<file path="src/mcc_pkg.sv">
// package: constants and types for the master clock control block
// Overview of operation
// clearing an enable powers down the input block or digital loop
// loop one source code 0xx means analog-only mode
// source 100 with both enables set gives digital-plus-analog mode
// analog-only mode offers no activity or frequency monitoring; the loop two reference monitor still runs
// select bit 1 feeds oscillator pin clock to block and loop
// select bit 0 feeds divided analog loop two clock instead
// master clock divider divides loop two output by two or three
// software keeps loop two output inside the allowed frequency bands
// loop two output may be routed to any of four output banks
// crystal mode needs both crystal pin enables set
// single-ended crystal input sets input enable, clears output enable
// unused crystal input clears both crystal pin enables
// offset field in mixed mode, feedback divider in analog-only mode
// software sets oscillator input enable before using that input
// divider stays off while its field is zero
// loop two input stopped or off frequency sets latched fail flag
package mcc_pkg;

   // =========================================================
   // timing
   localparam int CLK_PERIOD_NS = 40;
   localparam int MON_WINDOW_NS = 10000;
   localparam int MON_WINDOW_CYC = MON_WINDOW_NS / CLK_PERIOD_NS;

   // =========================================================
   // register map
   localparam logic [3:0] ADDR_CFG_ONE = 4'h0;
   localparam logic [3:0] ADDR_CFG_TWO = 4'h1;
   localparam logic [3:0] ADDR_CFG_THREE = 4'h2;
   localparam logic [3:0] ADDR_LOOP_ONE_SRC = 4'h3;
   localparam logic [3:0] ADDR_LOOP_TWO_SRC = 4'h4;
   localparam logic [3:0] ADDR_FREQ_OFFSET = 4'h5;
   localparam logic [3:0] ADDR_FB_DIV_ONE = 4'h6;
   localparam logic [3:0] ADDR_FB_DIV_TWO = 4'h7;
   localparam logic [3:0] ADDR_BANK_ROUTE = 4'h8;
   localparam logic [3:0] ADDR_MODE_STATUS = 4'h9;
   localparam logic [3:0] ADDR_INT_STATUS = 4'hA;
   localparam logic [3:0] ADDR_INT_MASK = 4'hB;

   // =========================================================
   // field positions
   localparam int CFG1_IB_BIT = 0;
   localparam int CFG1_DL_BIT = 1;
   localparam int CFG2_DIV_LSB = 0;
   localparam int CFG2_OSC_EN_BIT = 2;
   localparam int CFG2_XIN_BIT = 3;
   localparam int CFG2_CRYSTAL_OUT_PIN_BIT = 4;
   localparam int CFG3_SEL_BIT = 0;
   localparam int INT_FAIL_BIT = 0;
   localparam int INT_MODE_BIT = 1;
   localparam int INT_W = 2;

   localparam logic [2:0] SRC_DIGITAL = 3'h4;
   localparam logic [1:0] DIV_OFF = 2'h0;
   localparam logic [1:0] DIV_BY_THREE = 2'h3;

   // =========================================================
   // reset values
   localparam logic [2:0] SRC_RESET = 3'h0;
   localparam logic [3:0] BANK_RESET = 4'h0;
   localparam logic [INT_W-1:0] INT_RESET = 2'h0;

   typedef struct packed {
      logic input_block_enable;
      logic digital_loop_enable;
      logic master_clock_source_select;
      logic master_osc_input_enable;
      logic crystal_input_pin_enable;
      logic crystal_output_pin_enable;
      logic [1:0] master_clock_divider;
   } mcc_cfg_s;

   localparam mcc_cfg_s CFG_RESET = '0;

   typedef enum logic [1:0] {
      MODE_IDLE = 2'h0,
      MODE_ANALOG = 2'h1,
      MODE_MIXED = 2'h3
   } mcc_mode_e;

endpackage : mcc_pkg

</file>
<file path="src/mcc_top.sv">
// master clock and top-level mode control of the clock multiplier
`timescale 1ns/1ps
module mcc_top
   import mcc_pkg::*;
#(
   parameter int OFFSET_W = 16,
   parameter int FBDIV_W = 16,
   parameter int MON_MIN_TICKS = 4,
   parameter int MON_MAX_TICKS = 240
) (
   input wire logic clock,
   input wire logic rst,
   input wire logic [3:0] reg_addr,
   input wire logic [15:0] reg_wdata,
   input wire logic reg_wr,
   input wire logic reg_rd,
   output logic [15:0] reg_rdata,
   input wire logic osc_pin_tick,
   input wire logic loop_two_out_tick,
   input wire logic loop_two_ref_tick,
   output logic input_block_pwr_en,
   output logic digital_loop_pwr_en,
   output logic master_clock_tick,
   output logic analog_only_mode,
   output logic digital_analog_mode,
   output logic monitor_enable,
   output logic crystal_in_pin_en,
   output logic crystal_out_pin_en,
   output logic master_osc_in_en,
   output logic [2:0] loop_one_src,
   output logic [2:0] loop_two_src,
   output logic [OFFSET_W-1:0] loop_offset_comp,
   output logic [FBDIV_W-1:0] fb_div_one,
   output logic [FBDIV_W-1:0] fb_div_two,
   output logic [3:0] bank_route,
   output logic master_clock_fail_flag,
   output logic irq
);

   // =========================================================
   // registers
   mcc_cfg_s cfg;
   logic [OFFSET_W-1:0] freq_offset;
   logic [INT_W-1:0] int_status;
   logic [INT_W-1:0] int_mask;
   logic [INT_W-1:0] int_set;
   logic wr_cfg1;
   logic wr_cfg2;

   assign wr_cfg1 = reg_wr && (reg_addr == ADDR_CFG_ONE);
   assign wr_cfg2 = reg_wr && (reg_addr == ADDR_CFG_TWO);

   always_ff @(posedge clock) begin
      if (rst) begin
         cfg <= CFG_RESET;
      end else begin
         if (wr_cfg1) begin
            cfg.input_block_enable <= reg_wdata[CFG1_IB_BIT];
            cfg.digital_loop_enable <= reg_wdata[CFG1_DL_BIT];
         end
         if (wr_cfg2) begin
            cfg.master_clock_divider <= reg_wdata[CFG2_DIV_LSB +: 2];
            cfg.master_osc_input_enable <= reg_wdata[CFG2_OSC_EN_BIT];
            cfg.crystal_input_pin_enable <= reg_wdata[CFG2_XIN_BIT];
            cfg.crystal_output_pin_enable <= reg_wdata[CFG2_CRYSTAL_OUT_PIN_BIT];
         end
         if (reg_wr && reg_addr == ADDR_CFG_THREE) begin
            cfg.master_clock_source_select <= reg_wdata[CFG3_SEL_BIT];
         end
      end
   end

   always_ff @(posedge clock) begin
      if (rst) begin
         loop_one_src <= SRC_RESET;
         loop_two_src <= SRC_RESET;
         bank_route <= BANK_RESET;
      end else if (reg_wr) begin
         if (reg_addr == ADDR_LOOP_ONE_SRC) begin
            loop_one_src <= reg_wdata[2:0];
         end
         if (reg_addr == ADDR_LOOP_TWO_SRC) begin
            loop_two_src <= reg_wdata[2:0];
         end
         if (reg_addr == ADDR_BANK_ROUTE) begin
            bank_route <= reg_wdata[3:0];
         end
      end
   end

   always_ff @(posedge clock) begin
      if (rst) begin
         freq_offset <= '0;
         fb_div_one <= '0;
         fb_div_two <= '0;
      end else if (reg_wr) begin
         if (reg_addr == ADDR_FREQ_OFFSET) begin
            freq_offset <= reg_wdata[OFFSET_W-1:0];
         end
         if (reg_addr == ADDR_FB_DIV_ONE) begin
            fb_div_one <= reg_wdata[FBDIV_W-1:0];
         end
         if (reg_addr == ADDR_FB_DIV_TWO) begin
            fb_div_two <= reg_wdata[FBDIV_W-1:0];
         end
      end
   end

   // =========================================================
   // power and mode
   // the pin enables are passed through as written: software owns
   // the crystal combinations, the block only carries them out
   assign input_block_pwr_en = cfg.input_block_enable;
   assign digital_loop_pwr_en = cfg.digital_loop_enable;
   assign crystal_in_pin_en = cfg.crystal_input_pin_enable;
   assign crystal_out_pin_en = cfg.crystal_output_pin_enable;
   assign master_osc_in_en = cfg.master_osc_input_enable;

   mcc_mode_e mode;

   always_comb begin
      if (!loop_one_src[2]) begin
         mode = MODE_ANALOG;
      end else if (loop_one_src == SRC_DIGITAL && cfg.input_block_enable
                   && cfg.digital_loop_enable) begin
         mode = MODE_MIXED;
      end else begin
         mode = MODE_IDLE;
      end
   end

   assign analog_only_mode = (mode == MODE_ANALOG);
   assign digital_analog_mode = (mode == MODE_MIXED);
   // monitor_enable needs the input block and the loop running; the loop two reference monitor does not
   assign monitor_enable = digital_analog_mode;
   // offset only reaches the digital loop; analog-only mode trims
   // through the feedback divider registers instead
   assign loop_offset_comp = digital_analog_mode ? freq_offset : '0;

   // =========================================================
   // master clock divider and source mux
   logic [1:0] div_cnt;
   logic [1:0] div_last;
   logic div_pulse;

   // code 3 divides by three, any other non-zero code by two
   assign div_last = (cfg.master_clock_divider == DIV_BY_THREE) ?
                     2'h2 : 2'h1;

   always_ff @(posedge clock) begin
      if (rst) begin
         div_cnt <= 2'h0;
         div_pulse <= 1'b0;
      end else if (cfg.master_clock_divider == DIV_OFF) begin
         div_cnt <= 2'h0;
         div_pulse <= 1'b0;
      end else if (loop_two_out_tick) begin
         div_pulse <= (div_cnt >= div_last);
         div_cnt <= (div_cnt >= div_last) ? 2'h0 : div_cnt + 2'h1;
      end else begin
         div_pulse <= 1'b0;
      end
   end

   always_ff @(posedge clock) begin
      if (rst) begin
         master_clock_tick <= 1'b0;
      end else if (cfg.master_clock_source_select) begin
         master_clock_tick <= osc_pin_tick
                              && cfg.master_osc_input_enable;
      end else begin
         master_clock_tick <= div_pulse;
      end
   end

   // =========================================================
   // loop two reference monitor
   // window counting catches both a stopped and a runaway reference;
   // a fault shorter than a window may go unseen
   logic [8:0] win_cnt;
   logic [8:0] ref_cnt;
   logic win_end;
   logic mon_bad;

   assign win_end = (win_cnt == 9'(MON_WINDOW_CYC - 1));
   assign mon_bad = win_end && (ref_cnt < 9'(MON_MIN_TICKS)
                                || ref_cnt > 9'(MON_MAX_TICKS));

   always_ff @(posedge clock) begin
      if (rst) begin
         win_cnt <= 9'h000;
         ref_cnt <= 9'h000;
      end else if (win_end) begin
         win_cnt <= 9'h000;
         ref_cnt <= 9'h000;
      end else begin
         win_cnt <= win_cnt + 9'h001;
         ref_cnt <= ref_cnt + 9'(loop_two_ref_tick);
      end
   end

   // =========================================================
   // interrupts
   logic mixed_q;

   always_ff @(posedge clock) begin
      if (rst) begin
         mixed_q <= 1'b0;
      end else begin
         mixed_q <= digital_analog_mode;
      end
   end

   always_comb begin
      int_set = INT_RESET;
      int_set[INT_FAIL_BIT] = mon_bad;
      int_set[INT_MODE_BIT] = mixed_q != digital_analog_mode;
   end

   // a set in the same cycle as its clear wins
   always_ff @(posedge clock) begin
      if (rst) begin
         int_status <= INT_RESET;
      end else if (reg_wr && reg_addr == ADDR_INT_STATUS) begin
         int_status <= (int_status & ~reg_wdata[INT_W-1:0]) | int_set;
      end else begin
         int_status <= int_status | int_set;
      end
   end

   always_ff @(posedge clock) begin
      if (rst) begin
         int_mask <= INT_RESET;
      end else if (reg_wr && reg_addr == ADDR_INT_MASK) begin
         int_mask <= reg_wdata[INT_W-1:0];
      end
   end

   assign master_clock_fail_flag = int_status[INT_FAIL_BIT];
   assign irq = |(int_status & int_mask);

   // =========================================================
   // read port
   always_ff @(posedge clock) begin
      if (rst || !reg_rd) begin
         reg_rdata <= 16'h0000;
      end else begin
         unique case (reg_addr)
            ADDR_CFG_ONE: reg_rdata <= {14'h0000,
               cfg.digital_loop_enable, cfg.input_block_enable};
            ADDR_CFG_TWO: reg_rdata <= {11'h000,
               cfg.crystal_output_pin_enable,
               cfg.crystal_input_pin_enable,
               cfg.master_osc_input_enable,
               cfg.master_clock_divider};
            ADDR_CFG_THREE: reg_rdata <= {15'h0000,
               cfg.master_clock_source_select};
            ADDR_LOOP_ONE_SRC: reg_rdata <= {13'h0000, loop_one_src};
            ADDR_LOOP_TWO_SRC: reg_rdata <= {13'h0000, loop_two_src};
            ADDR_FREQ_OFFSET: reg_rdata <= 16'(freq_offset);
            ADDR_FB_DIV_ONE: reg_rdata <= 16'(fb_div_one);
            ADDR_FB_DIV_TWO: reg_rdata <= 16'(fb_div_two);
            ADDR_BANK_ROUTE: reg_rdata <= {12'h000, bank_route};
            ADDR_MODE_STATUS: reg_rdata <= {13'h0000,
               monitor_enable, 2'(mode)};
            ADDR_INT_STATUS: reg_rdata <= {14'h0000, int_status};
            ADDR_INT_MASK: reg_rdata <= {14'h0000, int_mask};
            default: reg_rdata <= 16'h0000;
         endcase
      end
   end
endmodule : mcc_top

</file>
<file path="config.mk">
export PLATFORM = sky130hd
export DESIGN_NAME = mcc_top
export DESIGN_NICKNAME = d
export VERILOG_FILES = /design/src/mcc_pkg.sv /design/src/mcc_top.sv
export SDC_FILE = /design/constraint.sdc
export NUM_CORES = 1
export LEC_CHECK = 0
export BUFFER_PORTS_ARGS = -buffer_cell sky130_fd_sc_hd__buf_2
export CORE_MARGIN = 1
export CORE_UTILIZATION = 30
export CTS_CLUSTER_SIZE = 40
export DETAILED_ROUTE_END_ITERATION = 8
export PLACE_DENSITY = 0.52
export SYNTH_ARGS = -nofsm -noshare
export SYNTH_HDL_FRONTEND = slang
export SYNTH_SLANG_ARGS = --single-unit
</file>
<file path="constraint.sdc">
create_clock -name clock -period 4.8 [get_ports clock]
set_input_delay 0.96 -clock clock [delete_from_list [all_inputs] [get_ports clock]]
set_output_delay 0.96 -clock clock [all_outputs]
set_load 0.005 [all_outputs]
</file>
==> reports/metrics.cfg, run 1 <==
[clock_network]
cts_max_level = 3
cts_resized = 0
path_clk_slew_ps = 70
max-clock-path-buffers = 2
clockRootBuffer = clkbuf_16
cts_buffers = 9
post_cts_buffers = 0
clk_latency_ps = 350
clock-sinks = 109
postCtsHoldBufs = 0
cts_tree = yes

[worst_setup_path]
worstPathArrival_ps = 2370
crit_slowest_cell = nor2_1
start_kind = flip-flop
crit_type = flip-flop to primary output
worst-endpoint-required_ps = 3840
crit_path_max_incr_delay_ps = 970
cp-end-kind = primary output
crit_chain = nand4bb_1 -> nor2_1 -> and2_1 -> buf_2
timing.rr.start = loop_one_src[1]
path_max_fanout = 20
cp_top_family = simple AND/OR/NAND/NOR gates
crit_path_start = loop_one_src[1]
path_buf_inv = 1

[die]
die_w_microns = 127
coreArea_sq_um = 15300
die-area_sq_um = 16200
start_util_pct = 31.0
ios = 112
fp-row-count = 45
die_h_microns = 127

[power_and_ir_drop]
irDropWorstVdd_mv = 0.165
intPower_uw = 1300
power_switching_share_pct = 24.4
clkPwrFrac_pct = 39.9
p_switching_uw = 420
p_per_area_nw_per_um2 = 305
seqPwrFrac_pct = 53.7
pwr-share-comb_pct = 6.3
power.leakage_uw = 0.00228

[detailed_routing]
viasPerCell = 4.88
drc = 0
first_iter_violations = 296
wl_per_cell_microns = 16.3
first_pass_iters = 7
vias = 4204
ant_nets = 0
routed_wl_microns = 14100

[layout]
area_growth_pct = 19.5
stdcell_area_sq_um = 5640
layout_common_cells = 117 x nand2_1, 111 x buf_2, 109 x dfxtp_1
finalNetCount = 681
drive_gt1_share_pct = 22.1
antenna_cells = 0
layout_commonest_cell = nand2_1
postLayoutCoreUtil_pct = 37.0
fillers = 1622

[sta]
slew_headroom_pct = 18.8
fmax_mhz = 300
rsz0062_at_grt = false
finalSetupViolations = 0
setup_tns_ps = 0
hold_viol = 0
skew_ps = 8.52
setup_ws_ps = 1470
fin_crit_ps = 3330
fin_crit_sh_pct = 69.4
finalMaxSlewViolations = 0
whs_ps = 457
worst_pin_slew_ps = 1210

[yosys]
yosys_warnings = 0
synth_top_area_share_pct = 46.2
synth_edf_count = 0
synth-seq-cells = 109
synth_cell_types = 48
netlist_instances = 562
synthTopCellsByArea = dfxtp_1 46%, nand2_1 9.3%, a21oi_1 6.7%, nor2_1 4.1%, mux2i_1 3.6%
yosys.area.top_type = dfxtp_1
syn-mean-instance-area_sq_um = 8.40
synthesis.nets = 596
async_flop_share_pct = 0
synth_ff_type = dfxtp_1
yosysSeqAreaShare_pct = 46.2
netlist_area_sq_um = 4720

[grt]
grt_max_degree = 44
grt-busiest-layer = met2
grt_overflow = 0
antenna_found_initial = 0
grt_pass1_vias = 4013
grtUsageTotal_pct = 17.9
grtUsageMet2_pct = 27.5
met3_usage_pct = 4.27
grt_pass1_wl_microns = 22200
met1_usage_pct = 24.3

[placement]
port_buffers = 111
gp_congestion = 0.827
place_hpwl_microns = 10100
placed_cell_area_sq_um = 5380
dp_slack_ps = 1630

[worst_hold_path]
hp-start = div_pulse
hold_class = flip-flop to flip-flop

[status]
outcome = finished, final reports clean

[run]
cap_violations = 0

[registers in the layout, indices dropped and copies added, names as in the netlist, 2 cells and up]
register,flops
bank_route,4
cfg,3
div_cnt,2
fb_div_one,16
fb_div_two,16
freq_offset,16
int_mask,2
int_status,2
loop_one_src,3
loop_two_src,3
ref_cnt,9
reg_rdata,16
win_cnt,9
[power groups by stage]
stage                     logic [uW]  clock network (uW)  registers, uW
final                            109                 688            925
after global placement           107                   0            946
after detailed placement         108                   0            947
after global routing             121                 743            927
after floorplan                 68.5                   0            944
after CTS                        109                 708            925
[Yosys cell counts (5+ instances only)]
master	count
nor2_1	52
xor2_1	6
mux2_2	14
xnor2_1	9
a31oi_1	5
and2_1	18
inv_1	6
clkbuf_1	16
nand2_1	117
buf_2	16
mux2i_1	17
nand3_1	20
ha_1	7
dfxtp_1	109
a22oi_1	15
nand4_1	6
nand3b_1	7
a21oi_1	63
nor2b_1	5
[area by class of cell]
cell class              instances  area (sq um)  share of cell area (%)
multi-input cells             407          2330                    41.3
flip-flops and latches        109          2180                    38.7
repair buffers                114           578                    10.2
well taps                     211           264                    4.68
clock buffers                  10           229                    4.06
clock inverters                 5          37.5                   0.665
inverters                       6          22.5                   0.399
[worst min-delay path, stage by stage, from the launching register on]
cell and delay, ps:
dfxtp_1 300, nand2b_1 60, a21oi_1 50
[kinds of logic (layout without fill, tap and decap cells)]
group	Yosys count	count (layout)	share of synthesized area, %
xor+xnor	15	15	2.78
simple gates	255	255	25.4
fa+ha+maj	7	7	1.85
mux	31	31	6.94
compound gates	99	99	12.4
flops	109	109	46.2
buf+inv	46	135	4.48
[metal layers]
layer | up-vias | wire length [microns]
met5 | - | 0
met3 | 15 | 908
met2 | 115 | 6440
li1 | 2077 | -
met4 | 0 | 220
met1 | 1997 | 6510
[worst paths after layout]
path	cells past startpoint	to	slack (ps)
setup / recovery	4	loop_offset_comp[2]	1470
setup reg to reg	4	reg_rdata[1]	2640
hold / removal	2	master_clock_tick	460
hold reg to reg	2	master_clock_tick	460
[stage by stage]
step	instances	total power, uW
floorplan	562	1010
global placement	847	1050
detailed placement	847	1050
CTS	862	1740
global route	862	1790
finish	862	1720
(Power assumes the default switching activity.)
==> run 2: changes to the inputs <==
--- a/config.mk
+++ b/config.mk
@@ -5,6 +5,7 @@
 export SDC_FILE = /design/constraint.sdc
 export NUM_CORES = 1
 export LEC_CHECK = 0
+export ABC_AREA = 1
 export BUFFER_PORTS_ARGS = -buffer_cell sky130_fd_sc_hd__buf_2
 export CORE_MARGIN = 1
 export CORE_UTILIZATION = 30
==> constraint.sdc (replaced) <==
create_clock -name clock -period 3.25 [get_ports clock]
set_input_delay 0.65 -clock clock [delete_from_list [all_inputs] [get_ports clock]]
set_output_delay 0.65 -clock clock [all_outputs]
set_load 0.005 [all_outputs]
==> run 2 against run 1 <==
Hold slack gained 12 ps; non-clock buffer count grew 1; register-to-register slack lost 1300 ps; die area grew 2.6%; flip-flop and latch count is the same; via count grew 5.6%; critical path depth grew 1; synthesized cell count grew 17%; synthesized area grew 2.6%; critical path type unchanged; combinational power grew 62%; utilization shrank 0.26 points; clock power grew 66%.
==> reports/metrics.cfg, run 2 <==
[status]
outcome = finished, final reports clean

[yosys]
synthesis.nets = 689  ; +16%
syn-mean-instance-area_sq_um = 7.40  ; -12%
yosysSeqAreaShare_pct = 45.0  ; -1.2 points
netlist_area_sq_um = 4850  ; +2.6%
async_flop_share_pct = 0  ; unchanged
synth_xor_area_share_pct = 0.542  ; -2.2 points
synth_compound_area_share_pct = 16.6  ; +4.2 points
netlist_instances = 655  ; +17%
synth_top_area_share_pct = 45.0  ; -1.2 points
synth_cell_types = 33  ; -31%
synth_ff_type = dfxtp_1
synth_simple_gate_area_share_pct = 25.1  ; -0.26 points
synth_adder_area_share_pct = 1.81  ; -0.047 points
yosysMostFrequentCell = dfxtp_1
synth_edf_count = 0  ; unchanged
synth-seq-cells = 109  ; unchanged
yosys.area.top_type = dfxtp_1
muxShareOfSynthArea_pct = 0  ; -6.9 points
synth_top_family_by_area = simple AND/OR/NAND/NOR gates
yosys_warnings = 0  ; unchanged
synthTopCellsByCount = 109 x dfxtp_1, 103 x nand2_1, 83 x inv_1
synthTopCellsByArea = dfxtp_1 45%, nand2_1 8.0%, a21oi_1 8.0%, inv_1 6.4%, nand3_1 6.2%

[grt]
grt_pass1_wl_microns = 20900  ; -5.9%
grt_pass1_vias = 3922  ; -2.3%
grt_max_degree = 33  ; -25%
antenna_found_initial = 1  ; +1
grt_overflow = 0  ; unchanged
grtUsageTotal_pct = 16.5  ; -1.4 points

[worst_setup_path]
cp-end-kind = primary output
path_buf_inv = 1  ; unchanged
crit_chain = nand2_1 -> nor2_1 -> nand2_1 -> nor2_1 -> buf_2
worst-endpoint-required_ps = 2600  ; -1240 ps
ff2ff_setup_slack_ps = 1380  ; -1260 ps
crit_type = flip-flop to primary output
crit_path_max_incr_delay_ps = 500  ; -470 ps
start_kind = flip-flop
path_max_fanout = 21  ; +5.0%
crit_slowest_cell = nand2_1
worstPathArrival_ps = 1900  ; -470 ps
cp_top_family = simple AND/OR/NAND/NOR gates

[detailed_routing]
first_iter_violations = 310  ; +4.7%
ant_nets = 0  ; unchanged
first_pass_iters = 4  ; -3
viasPerCell = 4.56  ; -6.4%
wl_per_cell_microns = 14.1  ; -14%
vias = 4440  ; +5.6%
drc = 0  ; unchanged
routed_wl_microns = 13700  ; -2.5%

[layout]
area_growth_pct = 19.9
layout_common_cells = 111 x buf_2, 109 x dfxtp_1, 103 x nand2_1
drive_gt1_share_pct = 21.4  ; -0.72 points
finalNetCount = 786  ; +15%
fin_cells = 973  ; +13%
layout_commonest_cell = buf_2
postLayoutCoreUtil_pct = 36.7  ; -0.26 points
antenna_cells = 0  ; unchanged

[clock_network]
clockRootBuffer = clkbuf_16
max-clock-path-buffers = 2  ; unchanged
path_clk_slew_ps = 80  ; about the same
post_cts_buffers = 0  ; unchanged
cts_buffers = 9  ; unchanged
clk_latency_ps = 360  ; about the same
cts_tree = yes
postCtsHoldBufs = 0  ; unchanged
cts_resized = 0  ; unchanged
clock-sinks = 109  ; unchanged
cts_max_level = 3  ; unchanged

[sta]
fin_crit_ps = 2550
worst_pin_slew_ps = 866  ; -348 ps
skew_ps = 7.52  ; -0.997 ps
slew_headroom_pct = 42.2  ; +23 points
setup_tns_ps = 0  ; unchanged
fin_crit_sh_pct = 78.5
hold_viol = 0  ; unchanged
finalMaxSlewViolations = 0  ; unchanged
fmax_mhz = 392
finalSetupViolations = 0  ; unchanged
rsz0062_at_grt = false

[die]
die_w_microns = 129  ; +1.3%
die_h_microns = 129  ; +1.3%
start_util_pct = 30.6  ; -0.33 points
coreArea_sq_um = 15800  ; +3.7%
ios = 112  ; unchanged
fp-row-count = 46  ; +2.2%
die-area_sq_um = 16700  ; +2.6%

[placement]
place_hpwl_microns = 9630  ; -4.8%
gp_congestion = 0.812  ; -1.8%
placed_cells = 957  ; +13%
port_buffers = 111  ; unchanged

[power_and_ir_drop]
irDropWorstVdd_mv = 0.245  ; +49%
power.leakage_uw = 0.00260  ; +14%
p_per_area_nw_per_um2 = 463  ; +52%
total_power_uw = 2690  ; +56%

[worst_hold_path]
hold_class = flip-flop to flip-flop

[run]
cap_violations = 0  ; unchanged

run 2: through the flow:
step | hold slack, ps | setup slack [ps] | instance area, sq um
after floorplan | 439 | 1380 | 4850
after global placement | 454 | 1090 | 5510
after detailed placement | 455 | 1020 | 5510
after CTS | 467 | 641 | 5810
after global routing | 492 | 517 | 5810
final | 469 | 699 | 5810
run 2: worst register-to-register path, delay by kind of cell (launching register included):
kind / cells / cell delay [ps]
simple gates: 7 / 990
buf+inv: 2 / 450
flops: 1 / 390
run 2: cells by family (layout without fill, tap and decap cells):
logic type | count (synthesis) | in the layout
xor gates and xnor gates | 3 | 3
and+or+nand+nor | 263 | 263
buffers and inverters | 120 | 222
DFF | 109 | 109
AOI/OAI and AO/OA | 153 | 153
adders and majority gates | 7 | 7
run 2: area by class of cell:
type                       count  area [sq um]
clock buffer                  10           229
clock inverter                 6          71.3
fill                        1718         10000
inverter                      91           342
multi-input combinational    426          2130
sequential                   109          2180
tap                          216           270
timing repair buffer         115           586
run 2: report_power, final:
group / internal, uW / switching [uW] / total (uW)
Clock: 606 / 534 / 1140
Sequential: 1360 / 15.0 / 1370
Combinational: 52.5 / 125 / 177
Total: 2010 / 674 / 2690
run 2: path summary, 6_finish.rpt:
| check | from | end | depth (start not counted) |
|---|---|---|---|
| setup / recovery | loop_one_src[2] | loop_offset_comp[0] | 5 |
| hold / removal | fb_div_two[10] | fb_div_two[10] | 2 |
| setup reg to reg | loop_one_src[2] | reg_rdata[1] | 9 |
| hold reg to reg | fb_div_two[10] | fb_div_two[10] | 2 |
run 2: layer usage:
metal	up-vias	GRT usage, %	share of wire, %	routed length, microns
met2	105	26.5	47	6450
met5	-	0	0	0
met3	11	4.42	6.3	869
li1	2309	-	-	-
met1	2015	21.2	46	6260
met4	0	6.02	1.1	148
==> run 3: changes to the inputs <==
==> constraint.sdc (replaced) <==
create_clock -name clock -period 2.5 [get_ports clock]
set_input_delay 0.5 -clock clock [delete_from_list [all_inputs] [get_ports clock]]
set_output_delay 0.5 -clock clock [all_outputs]
set_load 0.005 [all_outputs]
==> run 3 against run 2 <==
Sequential share of layout area unchanged; routed wire length down 1.3%; critical path depth up 1; highest routed layer unchanged.
==> reports/metrics.cfg, run 3 (synthesized netlist as in run 2, its figures left out) <==
[sta]
fmax_mhz = 433
hold_viol = 0  ; unchanged
fin_crit_sh_pct = 92.3
setup_ws_ps = 192  ; -508 ps
whs_ps = 419  ; -50.0 ps
slew_headroom_pct = 49.5  ; +7.3 points
finalSetupViolations = 0  ; unchanged
setup_tns_ps = 0  ; unchanged
finalMaxSlewViolations = 0  ; unchanged
skew_ps = 11.7  ; +4.19 ps
worst_pin_slew_ps = 757  ; -108 ps
fin_crit_ps = 2310
rsz0062_at_grt = false

[worst_setup_path]
rr_worst_depth = 9  ; unchanged
cp-end-kind = primary output
crit_type = flip-flop to primary output
worst-endpoint-required_ps = 2000  ; -600 ps
path_max_fanout = 12  ; -43%
ff2ff_setup_slack_ps = 760  ; -620 ps
timing.rr.start = loop_one_src[2]
worstPathArrival_ps = 1810  ; -90 ps
reg2reg_to = reg_rdata[2]
start_kind = flip-flop

[clock_network]
clock-sinks = 109  ; unchanged
postCtsHoldBufs = 0  ; unchanged
cts_max_level = 3  ; unchanged
cts_resized = 0  ; unchanged
max-clock-path-buffers = 2  ; unchanged
cts_tree = yes
clockRootBuffer = clkbuf_16
clk_latency_ps = 360  ; about the same
cts_buffers = 9  ; unchanged
path_clk_slew_ps = 70  ; about the same
post_cts_buffers = 0  ; unchanged

[placement]
placed_cell_area_sq_um = 5540  ; +0.41%
dp_slack_ps = 558  ; -465 ps
port_buffers = 111  ; unchanged
place_hpwl_microns = 9740  ; +1.2%
gp_congestion = 0.813  ; +0.12%

[grt]
grt_max_degree = 33  ; unchanged
grtUsageTotal_pct = 16.9  ; +0.40 points
grt_overflow = 0  ; unchanged
grt_pass1_wl_microns = 21400  ; +2.1%
grt_pass1_vias = 4026  ; +2.7%
antenna_found_initial = 0  ; -1

[layout]
postLayoutCoreUtil_pct = 36.7  ; unchanged
finalNetCount = 789  ; +0.38%
multi_input_area_sq_um = 2130  ; unchanged
fillers = 1707  ; -0.64%
drive_gt1_share_pct = 21.5  ; +0.13 points
layout_commonest_cell = buf_2
area_growth_pct = 19.9  ; unchanged
stdcell_area_sq_um = 5810  ; unchanged
layout_common_cells = 111 x buf_2, 109 x dfxtp_1, 103 x nand2_1
regArea_sq_um = 2180  ; unchanged
antenna_cells = 0  ; unchanged

[power_and_ir_drop]
irDropWorstVdd_mv = 0.297  ; +21%
power.leakage_uw = 0.00260  ; about the same
p_per_area_nw_per_um2 = 589  ; +27%

[detailed_routing]
first_pass_iters = 5  ; +1
viasPerCell = 4.54  ; -0.54%
routed_wl_microns = 13600  ; -1.3%
wl_per_cell_microns = 13.9  ; -1.3%
drc = 0  ; unchanged
vias = 4416  ; -0.54%
ant_nets = 0  ; unchanged
first_iter_violations = 300  ; -3.2%

[die]
fp-row-count = 46  ; unchanged
start_util_pct = 30.6  ; unchanged
die_h_microns = 129  ; unchanged
die_w_microns = 129  ; unchanged
die-area_sq_um = 16700  ; unchanged
coreArea_sq_um = 15800  ; unchanged
ios = 112  ; unchanged

[worst_hold_path]
hold_class = input pin to flip-flop
hold_depth = 3  ; +1
holdPathEnd = div_pulse
hp-start = loop_two_out_tick

[run]
cap_violations = 0  ; unchanged

[status]
outcome = finished, final reports clean

==> run 3: changes by cell type in the layout (fill, tap and decap cells not counted) <==
cell,delta
buf_4,+3
clkbuf_1,-1
clkinv_4,-1
clkinvlp_4,+1
inv_6,-2
==> run 3: worst max-delay path, cell delays in order (launching register included) <==
cell,delay [ps]
dfxtp_1,390
nand2_1,70
nor2_1,80
nand2_1,370
buf_4,330
nor2_1,90
buf_2,120
==> run 3: how the worst max path moves through the flow <==
stage	slack, ps	cells past startpoint	endpoint	from
finish	190	6	loop_offset_comp[14]	loop_one_src[2]
global placement	560	7	fb_div_two[10]	reg_addr[3]
floorplan	780	7	monitor_enable	loop_one_src[2]
CTS	160	6	loop_offset_comp[14]	loop_one_src[2]
global route	60	6	loop_offset_comp[14]	loop_one_src[2]
detailed placement	560	6	loop_offset_comp[14]	loop_one_src[2]
==> run 3: metrics by stage <==
stage	std cells	total power, uW
floorplan	655	1960
global placement	960	2060
detailed placement	960	2060
CTS	973	3470
global route	973	3580
finish	973	3420
==> run 3: report_power, final <==
part           switching, uW  leakage, uW  total [uW]  internal [uW]
combinational            162      0.00159         233           70.4
sequential              19.4     0.000881        1780           1760
clock                    645     0.000125        1410            761
total                    827      0.00260        3420           2600
==> run 3: layer usage <==
metal | vias to the layer above | wire length [microns] | track usage, % | share of wire (%)
met5 | - | 0 | 0 | 0
met4 | 0 | 192 | 5.33 | 1.4
met3 | 14 | 749 | 5.49 | 5.5
met2 | 87 | 6200 | 27.0 | 46
met1 | 2005 | 6420 | 21.5 | 47
li1 | 2310 | - | - | -
==> run 3: cell type report <==
type	instances	area share, %
clock buffers	9	3.87
flip-flops and latches	109	37.5
repair buffers	118	10.5
inverters	91	5.88
clock inverters	4	0.904
multi-input cells	426	36.7
well taps	216	4.65
